==> config.mk <==
export PLATFORM = sky130hd
export DESIGN_NAME = tdc_align
export DESIGN_NICKNAME = d
export VERILOG_FILES = /design/src/shared/tdc_align_pkg.sv /design/src/verilog/l1_word_flags.sv /design/src/verilog/tdc_align.sv
export VERILOG_INCLUDE_DIRS = /design/src /design/src/shared
export SDC_FILE = /design/constraint.sdc
export NUM_CORES = 1
export LEC_CHECK = 0
export BUFFER_PORTS_ARGS = -buffer_cell sky130_fd_sc_hd__buf_4
export CORE_UTILIZATION = 25
export DETAILED_ROUTE_END_ITERATION = 10
export PLACE_DENSITY = 0.5
export SYNTH_ARGS = -nofsm -noshare
export SYNTH_HDL_FRONTEND = slang
export SYNTH_SLANG_ARGS = --single-unit
==> constraint.sdc <==
create_clock -name i_clk -period 5.5 [get_ports i_clk]
set_clock_uncertainty 0.15 [all_clocks]
set_input_delay 0.825 -clock i_clk [delete_from_list [all_inputs] [get_ports i_clk]]
set_output_delay 0.825 -clock i_clk [all_outputs]
set_load 0.02 [all_outputs]
==> src/shared/tdc_align_regs.svh <==
// offsets, reset values, field positions and thresholds of the
// time alignment counters; assumes inclusion by bare name
`ifndef TDC_ALIGN_REGS_SVH
`define TDC_ALIGN_REGS_SVH

// register indices on the configuration port; index 0 is read-only
`define CSR_STATUS        4'h0
`define CSR_MASK_SPAN     4'h1
`define CSR_SEARCH_SPAN   4'h2
`define CSR_MATCH_SPAN    4'h3
`define CSR_AGE_PRE       4'h4
`define CSR_EVENT_PRE     4'h5
`define CSR_TAG_PRE       4'h6
`define CSR_MEASURE_PRE   4'h7
`define CSR_WRAP          4'h8
`define CSR_EN_LOW        4'hd
`define CSR_EN_HIGH       4'he

// reset values
`define RST_SPAN          12'h000
`define RST_PRELOAD       12'h000
`define RST_WRAP          12'hfff
`define RST_ENABLES       12'hfff

// level-1 buffer occupancy thresholds
`define L1_OVF_START      9'h0fd
`define L1_OVF_RECOVER    9'h0fb

// field positions
`define CB_REJ_FIRST      45
`define CB_REJ_SECOND     91
`define L1_PAR_BIT        35
`define L1_SEP_BIT        34
`define L1_BOVF_BIT       33
`define L1_OVF_BIT        32

`endif

==> src/shared/tdc_align_pkg.sv <==
// types of the time alignment counters and buffer word flags
// assumes tdc_align_regs.svh supplies the numeric constants
package tdc_align_pkg;

  // one channel buffer measurement, 46 bits
  typedef struct packed {
    logic        rejected;
    logic        edge_bit;
    logic        c2_par;
    logic [12:0] second_cycle_count;
    logic        c1_par;
    logic [11:0] first_cycle_count;
    logic [16:0] vernier;
  } meas_t;

  // second measurement in bits 91:46, first in 45:0
  typedef struct packed {
    meas_t second;
    meas_t first;
  } chan_word_t;

  typedef struct packed {
    logic        parity;
    logic        separator;
    logic        buf_ovf;
    logic        ovf_start;
    logic [31:0] data;
  } l1_word_t;

  typedef struct packed {
    logic [11:0] coarse;
    logic [11:0] tag;
    logic [11:0] event_num;
    logic [11:0] reject;
  } counters_t;

  typedef struct packed {
    logic [11:0] mask_span;
    logic [11:0] search_span;
    logic [11:0] match_span;
    logic [11:0] age_pre;
    logic [11:0] event_pre;
    logic [11:0] tag_pre;
    logic [11:0] measure_pre;
    logic [11:0] wrap;
    logic [11:0] en_low;
    logic [11:0] en_high;
  } csr_t;

  typedef enum logic [0:0] {
    REC_IDLE = 1'b0,
    REC_LEAD = 1'b1
  } rec_state_t;

  typedef struct packed {
    csr_t        csr;
    counters_t   cnt;
    logic        bunch_s1;
    logic        bunch_s2;
    logic        evrst_s1;
    logic        evrst_s2;
    logic        trig_s1;
    logic        trig_s2;
    logic        trig_p;
    logic        hit_s1;
    logic        hit_s2;
    logic        hit_p;
    logic        trig_valid;
    logic [11:0] trig_tag;
    logic [11:0] trig_event;
    logic [11:0] search_left;
    logic [11:0] match_left;
    logic        search_open;
    logic        match_open;
    logic [11:0] latency;
    logic [11:0] age_limit;
    logic        reject_old;
    rec_state_t  rec;
    logic        pend_rej;
    chan_word_t  chan_word;
    logic        chan_valid;
    logic [11:0] rdata;
  } align_state_t;

  typedef struct packed {
    l1_word_t word;
    logic     valid;
    logic     sticky;
  } l1_state_t;

endpackage : tdc_align_pkg

==> src/verilog/l1_word_flags.sv <==
// level-1 buffer word flag generation: separator, overflow, parity
// assumes data and occupancy come from logic on the same clock
`timescale 1ns/10ps
`include "tdc_align_regs.svh"
module l1_word_flags (
  input  wire logic                    i_clk,
  input  wire logic                    i_rst,
  input  wire logic                    i_valid,
  input  wire logic [31:0]             i_data,
  input  wire logic                    i_separator,
  input  wire logic [8:0]              i_occupancy,
  output tdc_align_pkg::l1_word_t      o_word,
  output logic                         o_valid
);
  import tdc_align_pkg::*;

  l1_state_t s;
  l1_state_t n;

  // sticky overflow has hysteresis between start and recover levels
  always_comb
  begin
    n = s;
    n.valid = i_valid;
    if (i_occupancy >= `L1_OVF_START)
      n.sticky = 1'b1;
    else if (i_occupancy < `L1_OVF_RECOVER)
      n.sticky = 1'b0;
    if (i_valid)
    begin
      n.word.separator = i_separator;
      n.word.data = i_separator ? 32'h0000_0000 : i_data;
      n.word.ovf_start = (i_occupancy >= `L1_OVF_START);
      n.word.buf_ovf = n.sticky;
      n.word.parity = ^n.word[34:0];
    end
  end

  always_ff @(posedge i_clk)
  begin
    if (i_rst)
      s <= '0;
    else
      s <= n;
  end

  assign o_word = s.word;
  assign o_valid = s.valid;
endmodule : l1_word_flags

==> src/verilog/tdc_align.sv <==
// time reference counters, trigger tagging, reject age, channel word
// packing and level-1 word flags of a multi-channel tdc
// assumes pins are asynchronous; vernier, occupancy and l1 data
// come from logic on i_clk
//
// Overview of operation
// - All timing is taken on rising clock edges, coarse time counting whole cycles.
// - Bunch count reset loads every time counter with its own preload value.
// - Trigger latency equals measure preload minus trigger tag preload, modulo 4096.
// - An event whose age exceeds measure preload minus age preload, modulo 4096, is rejected.
// - Span settings are positive tick counts, 0x001 one tick up to 0xfff 4095 ticks.
// - Every counter wraps to zero after the wrap value, and larger settings act no further.
// - Each measurement carries a rejected flag, bit 45 and bit 91, for hits dropped on a full buffer.
// - The edge bit marks leading edges when unpaired, and a missing trailing edge when paired.
// - A separator word sets bit 34 and carries zero in bits 31:0.
// - A level-1 word sets bit 32 when occupancy is 253 or more.
// - The sticky overflow bit 33 holds from overflow until occupancy drops below 251.
// - Bit 35 of each level-1 word is the parity of bits 34:0.
`timescale 1ns/10ps
`include "tdc_align_regs.svh"
module tdc_align (
  input  wire logic                    i_clk,
  input  wire logic                    i_rst,
  input  wire logic                    i_csr_we,
  input  wire logic [3:0]              i_csr_addr,
  input  wire logic [11:0]             i_csr_wdata,
  input  wire logic                    i_bunch_rst,
  input  wire logic                    i_event_rst,
  input  wire logic                    i_trigger,
  input  wire logic                    i_hit,
  input  wire logic                    i_pair_mode,
  input  wire logic [16:0]             i_vernier,
  input  wire logic                    i_chan_full,
  input  wire logic                    i_oldest_valid,
  input  wire logic [11:0]             i_oldest_coarse,
  input  wire logic                    i_l1_valid,
  input  wire logic [31:0]             i_l1_data,
  input  wire logic                    i_l1_separator,
  input  wire logic [8:0]              i_l1_occupancy,
  output logic [11:0]                  o_csr_rdata,
  output logic [11:0]                  o_coarse_time,
  output logic                         o_trig_valid,
  output logic [11:0]                  o_trig_tag,
  output logic [11:0]                  o_trig_event,
  output logic                         o_search_open,
  output logic                         o_match_open,
  output logic [11:0]                  o_latency,
  output logic                         o_reject_old,
  output logic                         o_chan_valid,
  output tdc_align_pkg::chan_word_t    o_chan_word,
  output logic                         o_l1_valid,
  output tdc_align_pkg::l1_word_t      o_l1_word,
  output logic [23:0]                  o_channel_enable
);
  import tdc_align_pkg::*;

  align_state_t s;
  align_state_t n;
  logic         trig_hit;
  logic         hit_rise;
  logic         hit_fall;
  logic [11:0]  age;

  // step with wrap to zero once the wrap value is reached
  function automatic logic [11:0] bump(input logic [11:0] v,
                                       input logic [11:0] wrap);
    bump = (v >= wrap) ? 12'h000 : 12'(v + 12'h001);
  endfunction : bump

  // settings beyond the wrap value behave as the wrap value
  function automatic logic [11:0] clamp(input logic [11:0] v,
                                        input logic [11:0] wrap);
    clamp = (v > wrap) ? wrap : v;
  endfunction : clamp

  // one measurement built from the live coarse count
  function automatic meas_t take(input logic [11:0] c,
                                 input logic [16:0] vern,
                                 input logic        rej,
                                 input logic        edge_bit);
    meas_t m;
    m.rejected = rej;
    m.edge_bit = edge_bit;
    m.first_cycle_count = c;
    m.second_cycle_count = {1'b0, c};
    m.c1_par = ^c;
    m.c2_par = ^m.second_cycle_count;
    m.vernier = vern;
    take = m;
  endfunction : take

  // edge detects look only at second synchroniser stages
  assign trig_hit = s.trig_s2 & ~s.trig_p;
  assign hit_rise = s.hit_s2 & ~s.hit_p;
  assign hit_fall = ~s.hit_s2 & s.hit_p;
  assign age = 12'(s.cnt.coarse - i_oldest_coarse);

  always_comb
  begin
    n = s;
    // two-stage synchronisers for pin inputs
    n.bunch_s1 = i_bunch_rst;
    n.bunch_s2 = s.bunch_s1;
    n.evrst_s1 = i_event_rst;
    n.evrst_s2 = s.evrst_s1;
    n.trig_s1 = i_trigger;
    n.trig_s2 = s.trig_s1;
    n.trig_p = s.trig_s2;
    n.hit_s1 = i_hit;
    n.hit_s2 = s.hit_s1;
    n.hit_p = s.hit_s2;

    // time counters, all twelve bits, loaded at time zero
    if (s.bunch_s2)
    begin
      n.cnt.coarse = clamp(s.csr.measure_pre, s.csr.wrap);
      n.cnt.tag = clamp(s.csr.tag_pre, s.csr.wrap);
      n.cnt.reject = clamp(s.csr.age_pre, s.csr.wrap);
    end
    else
    begin
      n.cnt.coarse = bump(s.cnt.coarse, s.csr.wrap);
      n.cnt.tag = bump(s.cnt.tag, s.csr.wrap);
      n.cnt.reject = bump(s.cnt.reject, s.csr.wrap);
    end
    // event number also restarts on the event reset pin
    if (s.bunch_s2 || s.evrst_s2)
      n.cnt.event_num = clamp(s.csr.event_pre, s.csr.wrap);
    else if (trig_hit)
      n.cnt.event_num = bump(s.cnt.event_num, s.csr.wrap);

    // the tag lags coarse time by the latency, so it names the hits
    n.trig_valid = trig_hit;
    if (trig_hit)
    begin
      n.trig_tag = s.cnt.tag;
      n.trig_event = s.cnt.event_num;
    end
    n.latency = 12'(s.csr.measure_pre - s.csr.tag_pre);
    n.age_limit = 12'(s.csr.measure_pre - s.csr.age_pre);
    n.reject_old = i_oldest_valid && (age > s.age_limit);

    // windows open for a whole positive number of ticks
    if (trig_hit)
    begin
      n.search_left = clamp(s.csr.search_span, s.csr.wrap);
      n.match_left = clamp(s.csr.match_span, s.csr.wrap);
    end
    else
    begin
      if (s.search_left != 12'h000)
        n.search_left = 12'(s.search_left - 12'h001);
      if (s.match_left != 12'h000)
        n.match_left = 12'(s.match_left - 12'h001);
    end
    n.search_open = (n.search_left != 12'h000);
    n.match_open = (n.match_left != 12'h000);

    // channel buffer packing; a full buffer drops the hit and flags
    // the next stored measurement, whose time is then not the hit's
    n.chan_valid = 1'b0;
    if ((hit_rise || hit_fall) && i_chan_full)
      n.pend_rej = 1'b1;
    else if (!i_pair_mode)
    begin
      if (hit_rise || hit_fall)
      begin
        n.chan_word.first = take(s.cnt.coarse, i_vernier, s.pend_rej,
                                 hit_rise);
        n.chan_word.second = '0;
        n.chan_valid = 1'b1;
        n.pend_rej = 1'b0;
        n.rec = REC_IDLE;
      end
    end
    else
    begin
      case (s.rec)
        REC_IDLE:
        begin
          if (hit_rise)
          begin
            n.chan_word.first = take(s.cnt.coarse, i_vernier,
                                     s.pend_rej, 1'b1);
            n.pend_rej = 1'b0;
            n.rec = REC_LEAD;
          end
        end
        REC_LEAD:
        begin
          if (hit_fall)
          begin
            n.chan_word.second = take(s.cnt.coarse, i_vernier,
                                      s.pend_rej, 1'b0);
            n.pend_rej = 1'b0;
            n.chan_valid = 1'b1;
            n.rec = REC_IDLE;
          end
          else if (hit_rise)
          begin
            // no trailing edge seen: emit with edge set, drop new lead, go idle
            n.chan_word.second = '0;
            n.chan_word.second.edge_bit = 1'b1;
            n.chan_valid = 1'b1;
            n.rec = REC_IDLE;
          end
        end
        default: n.rec = REC_IDLE;
      endcase
    end

    // configuration writes; counters pick up new preloads at time zero
    if (i_csr_we)
    begin
      if (i_csr_addr == `CSR_MASK_SPAN)
        n.csr.mask_span = i_csr_wdata;
      else if (i_csr_addr == `CSR_SEARCH_SPAN)
        n.csr.search_span = i_csr_wdata;
      else if (i_csr_addr == `CSR_MATCH_SPAN)
        n.csr.match_span = i_csr_wdata;
      else if (i_csr_addr == `CSR_AGE_PRE)
        n.csr.age_pre = i_csr_wdata;
      else if (i_csr_addr == `CSR_EVENT_PRE)
        n.csr.event_pre = i_csr_wdata;
      else if (i_csr_addr == `CSR_TAG_PRE)
        n.csr.tag_pre = i_csr_wdata;
      else if (i_csr_addr == `CSR_MEASURE_PRE)
        n.csr.measure_pre = i_csr_wdata;
      else if (i_csr_addr == `CSR_WRAP)
        n.csr.wrap = i_csr_wdata;
      else if (i_csr_addr == `CSR_EN_LOW)
        n.csr.en_low = i_csr_wdata;
      else if (i_csr_addr == `CSR_EN_HIGH)
        n.csr.en_high = i_csr_wdata;
    end

    // read-back; index 0 shows live coarse time, unmapped reads zero
    if (i_csr_addr == `CSR_STATUS)
      n.rdata = s.cnt.coarse;
    else if (i_csr_addr == `CSR_MASK_SPAN)
      n.rdata = s.csr.mask_span;
    else if (i_csr_addr == `CSR_SEARCH_SPAN)
      n.rdata = s.csr.search_span;
    else if (i_csr_addr == `CSR_MATCH_SPAN)
      n.rdata = s.csr.match_span;
    else if (i_csr_addr == `CSR_AGE_PRE)
      n.rdata = s.csr.age_pre;
    else if (i_csr_addr == `CSR_EVENT_PRE)
      n.rdata = s.csr.event_pre;
    else if (i_csr_addr == `CSR_TAG_PRE)
      n.rdata = s.csr.tag_pre;
    else if (i_csr_addr == `CSR_MEASURE_PRE)
      n.rdata = s.csr.measure_pre;
    else if (i_csr_addr == `CSR_WRAP)
      n.rdata = s.csr.wrap;
    else if (i_csr_addr == `CSR_EN_LOW)
      n.rdata = s.csr.en_low;
    else if (i_csr_addr == `CSR_EN_HIGH)
      n.rdata = s.csr.en_high;
    else
      n.rdata = 12'h000;
  end

  // all state in one register; reset values are constants only
  always_ff @(posedge i_clk)
  begin
    if (i_rst)
    begin
      s <= '0;
      s.csr.mask_span <= `RST_SPAN;
      s.csr.search_span <= `RST_SPAN;
      s.csr.match_span <= `RST_SPAN;
      s.csr.age_pre <= `RST_PRELOAD;
      s.csr.event_pre <= `RST_PRELOAD;
      s.csr.tag_pre <= `RST_PRELOAD;
      s.csr.measure_pre <= `RST_PRELOAD;
      s.csr.wrap <= `RST_WRAP;
      s.csr.en_low <= `RST_ENABLES;
      s.csr.en_high <= `RST_ENABLES;
      s.rec <= REC_IDLE;
    end
    else
      s <= n;
  end

  l1_word_flags u_l1_flags (
    .i_clk       (i_clk),
    .i_rst       (i_rst),
    .i_valid     (i_l1_valid),
    .i_data      (i_l1_data),
    .i_separator (i_l1_separator),
    .i_occupancy (i_l1_occupancy),
    .o_word      (o_l1_word),
    .o_valid     (o_l1_valid)
  );

  assign o_csr_rdata = s.rdata;
  assign o_coarse_time = s.cnt.coarse;
  assign o_trig_valid = s.trig_valid;
  assign o_trig_tag = s.trig_tag;
  assign o_trig_event = s.trig_event;
  assign o_search_open = s.search_open;
  assign o_match_open = s.match_open;
  assign o_latency = s.latency;
  assign o_reject_old = s.reject_old;
  assign o_chan_valid = s.chan_valid;
  assign o_chan_word = s.chan_word;
  assign o_channel_enable = {s.csr.en_high, s.csr.en_low};
endmodule : tdc_align
==> impl_results.md <==
* Outcome: finished, final reports clean
* CTS tree: yes
* Synth Warn # at 0
* Final-report hold violation count at 0
* Initial Utilization at 25.3%
* Mean Syn Cell Area at 7.99 um2
* Gpl congestion at 0.905
* Final setup violating endpoints at 0
* RSZ-0062 raised after global routing: no
* Maximum root-to-sink buffer count at 3
* Total power at 7370 uW
* Layout cells sized above 1 at 16.0%
* Finished Layout Cells at 3850
* Commonest non-fill, non-tap cell in the layout: nand2_1
* Main flop type after synthesis: dfxtp_1
* Storage element area at 7190 um2
* Gr ovfl total at 0
* Setup TNS Final at 0 ns
* Hold buffers post-CTS at 0
* Post-synth cell types at 76
* Hold Crit Class: input pin to register
* Startpoint types: register
* First-pass DRT Iterations at 6
* H-tree depth at 2
* CTS Buf Count at 43
* Syn Inst Count at 2657
* Max IR drop VDD at 187 uV
* First-pass GRT wire length at 115 mm
* Post-CTS Setup Repair Bufs at 0
* Static Leakage at 0.0101 uW
* Pwr/cell area at 300 nW/um2
* Initial antenna violation count at 2
* Synthesized flop and latch total at 359
* Max_cap viols at 0
* Max frequency at 231 MHz
* All-Layer GR Usage at 17.6%
* Post-synth EDFFs at 0
* FF-to-FF Start: s[269]
* Worst EP required at 5.84 ns
* Die Footprint at 86100 um2
* Die height at 293 um
* CTS clk-pin slew, worst paths at 0.07 ns
* Most frequent cells in the layout: 413 x nand2_1, 359 x dfxtp_1, 339 x buf_4
* Synthesized cell area at 21200 um2
* Post-DP HPWL at 57.0 mm
* Number of placement rows at 106
* Nets at 2937
* Multi-input logic area at 11600 um2
* Vias per cell at 4.88
* Crit path kind: register to register
* Tmin final at 4.33 ns
* Layout area overhead at 15.7%
* Sequential fraction of the synthesis area at 33.9%
* First DRT Iteration DRCs at 1527
* Tightest Pin Transition at 1.09 ns
* CTS-repair resized insts at 0
* Drt drc at 0
* Crit. End Element: register
* Critical Path Start: s[269]
* IO buf count at 313
* Number of routed nets with antenna violations at 0
* Clk_lat worst skew at 0.62 ns
* Hold Startpoint: i_chan_full
* Clock sink count at 359
* Max_slew headroom at 27.3%
* CP Data Arrival Time at 4.67 ns
* Layout fillers at 9124
* Root Buffer: clkbuf_16
* Final wirelength at 78.6 mm
* Peak fanout along the critical path at 12
* Slew Viols, Final at 0
* Largest net degree at the start of global routing at 144
* Share of flip-flops with an asynchronous set or reset at 0%
* Core area at 83800 um2
* Fin crit share at 78.7%
* DP Cell Count at 3772
* Vias in the first global route at 17.5k
* Routed WL per cell at 20.4 um
* Vias at 18.8k
* I/O pins at 316
* Die X at 293 um
[cell usage after synthesis, types with 4 or more instances]
master / number / area share, %
a2111oi_0: 4 / 0.17
a211o_1: 14 / 0.58
a211oi_1: 18 / 0.64
a21boi_0: 8 / 0.28
a21o_1: 37 / 1.3
a21oi_1: 260 / 6.1
a221oi_1: 5 / 0.21
a222oi_1: 7 / 0.33
a22oi_1: 38 / 1.3
a31oi_1: 16 / 0.47
a32oi_1: 5 / 0.21
and2_1: 5 / 0.15
and3_1: 17 / 0.50
and4_1: 5 / 0.21
buf_1: 14 / 0.25
buf_2: 6 / 0.14
buf_4: 213 / 7.5
clkbuf_1: 128 / 2.3
dfxtp_1: 359 / 34
ha_1: 153 / 9.0
inv_1: 92 / 1.6
mux2i_1: 56 / 2.6
nand2_1: 413 / 7.3
nand2b_1: 27 / 0.80
nand3_1: 33 / 0.78
nand3b_1: 32 / 1.1
nand4_1: 26 / 0.77
nor2_1: 192 / 3.4
nor2b_1: 79 / 2.3
nor3_1: 56 / 1.3
nor3b_1: 12 / 0.42
nor4_1: 19 / 0.56
nor4b_1: 8 / 0.33
o211ai_1: 17 / 0.60
o21a_1: 4 / 0.14
o21ai_0: 62 / 1.5
o21bai_1: 4 / 0.14
o221ai_1: 11 / 0.45
o22ai_1: 30 / 0.88
o41ai_1: 4 / 0.17
or2_2: 4 / 0.12
or3_1: 13 / 0.38
or4_1: 4 / 0.14
xnor2_1: 66 / 2.7
xor2_1: 25 / 1.0
[report_power, final]
| part | switching (uW) | total [uW] | internal, uW |
|---|---|---|---|
| registers | 138 | 2880 | 2740 |
| clock network | 1250 | 2970 | 1720 |
| logic | 881 | 1530 | 645 |
[logic make-up after synthesis]
family	share of synthesized area, %
mux	2.91
xor+xnor	3.75
other cells	0.0177
buf+inv	11.8
simple gates	21.3
flops	33.9
compound gates	17.1
fa+ha+maj	9.30
[sequential cells by signal (all words and copies together) (netlist names)]
name and cells:
n 6, o_match_open 1, o_trig_valid 1, o_latency 12, u_l1_flags.s 1, o_chan_valid 1, o_chan_word 64, u_l1_flags.o_word 36
o_trig_tag 12, o_reject_old 1, s 162, o_coarse_time 12, o_csr_rdata 12, o_search_open 1, o_channel_enable 24, u_l1_flags.o_valid 1
o_trig_event 12
[path summary, 6_finish.rpt]
path                        end  slack, ns  cells past startpoint
setup / recovery  o_search_open       1.17                     10
hold / removal     o_chan_valid       0.28                      2
hold reg to reg          n[183]       0.28                      1
setup reg to reg  o_search_open       1.17                     10
[area by class of cell]
class / instances / area share [%]
Multi-Input combinational cell: 1846 / 47.1
Sequential cell: 359 / 29.3
Timing Repair Buffer: 341 / 10.5
Tap cell: 1134 / 5.78
Clock buffer: 61 / 5.02
Inverter: 92 / 1.41
Clock inverter: 16 / 0.922
Antenna cell: 1 / 0.0102
[metal layers]
metal,global-route usage [%],share of wire [%],up-vias
met3,2.61,6.5,92
met1,24.0,45,8997
met4,4.76,2.3,0
li1,-,-,9073
met5,0,0,-
met2,28.7,47,632
[worst max-delay path, cell delays in order, from the launching register on]
cell	delay, ns
dfxtp_1	0.72
inv_1	0.48
ha_1	0.41
and4_1	0.25
nand2_1	0.07
a21oi_1	0.36
nand2b_1	0.46
mux2_2	0.38
a2111oi_0	0.51
nor4_1	0.16
a41oi_1	0.22
[stage by stage]
step           utilization (%)  hold WS, ns  area [um2]  worst slack, ns
2_1_floorplan                -        0.256       21200             1.66
3_3_place_gp              27.6        0.266       23100             1.29
3_5_place_dp              27.6        0.280       23100             1.25
4_1_cts                   29.3        0.237       24600             1.19
5_1_grt                   29.3        0.259       24600            0.940
6_report                  29.3        0.283       24600             1.17
Note: power is estimated with default switching activity, not from simulation.
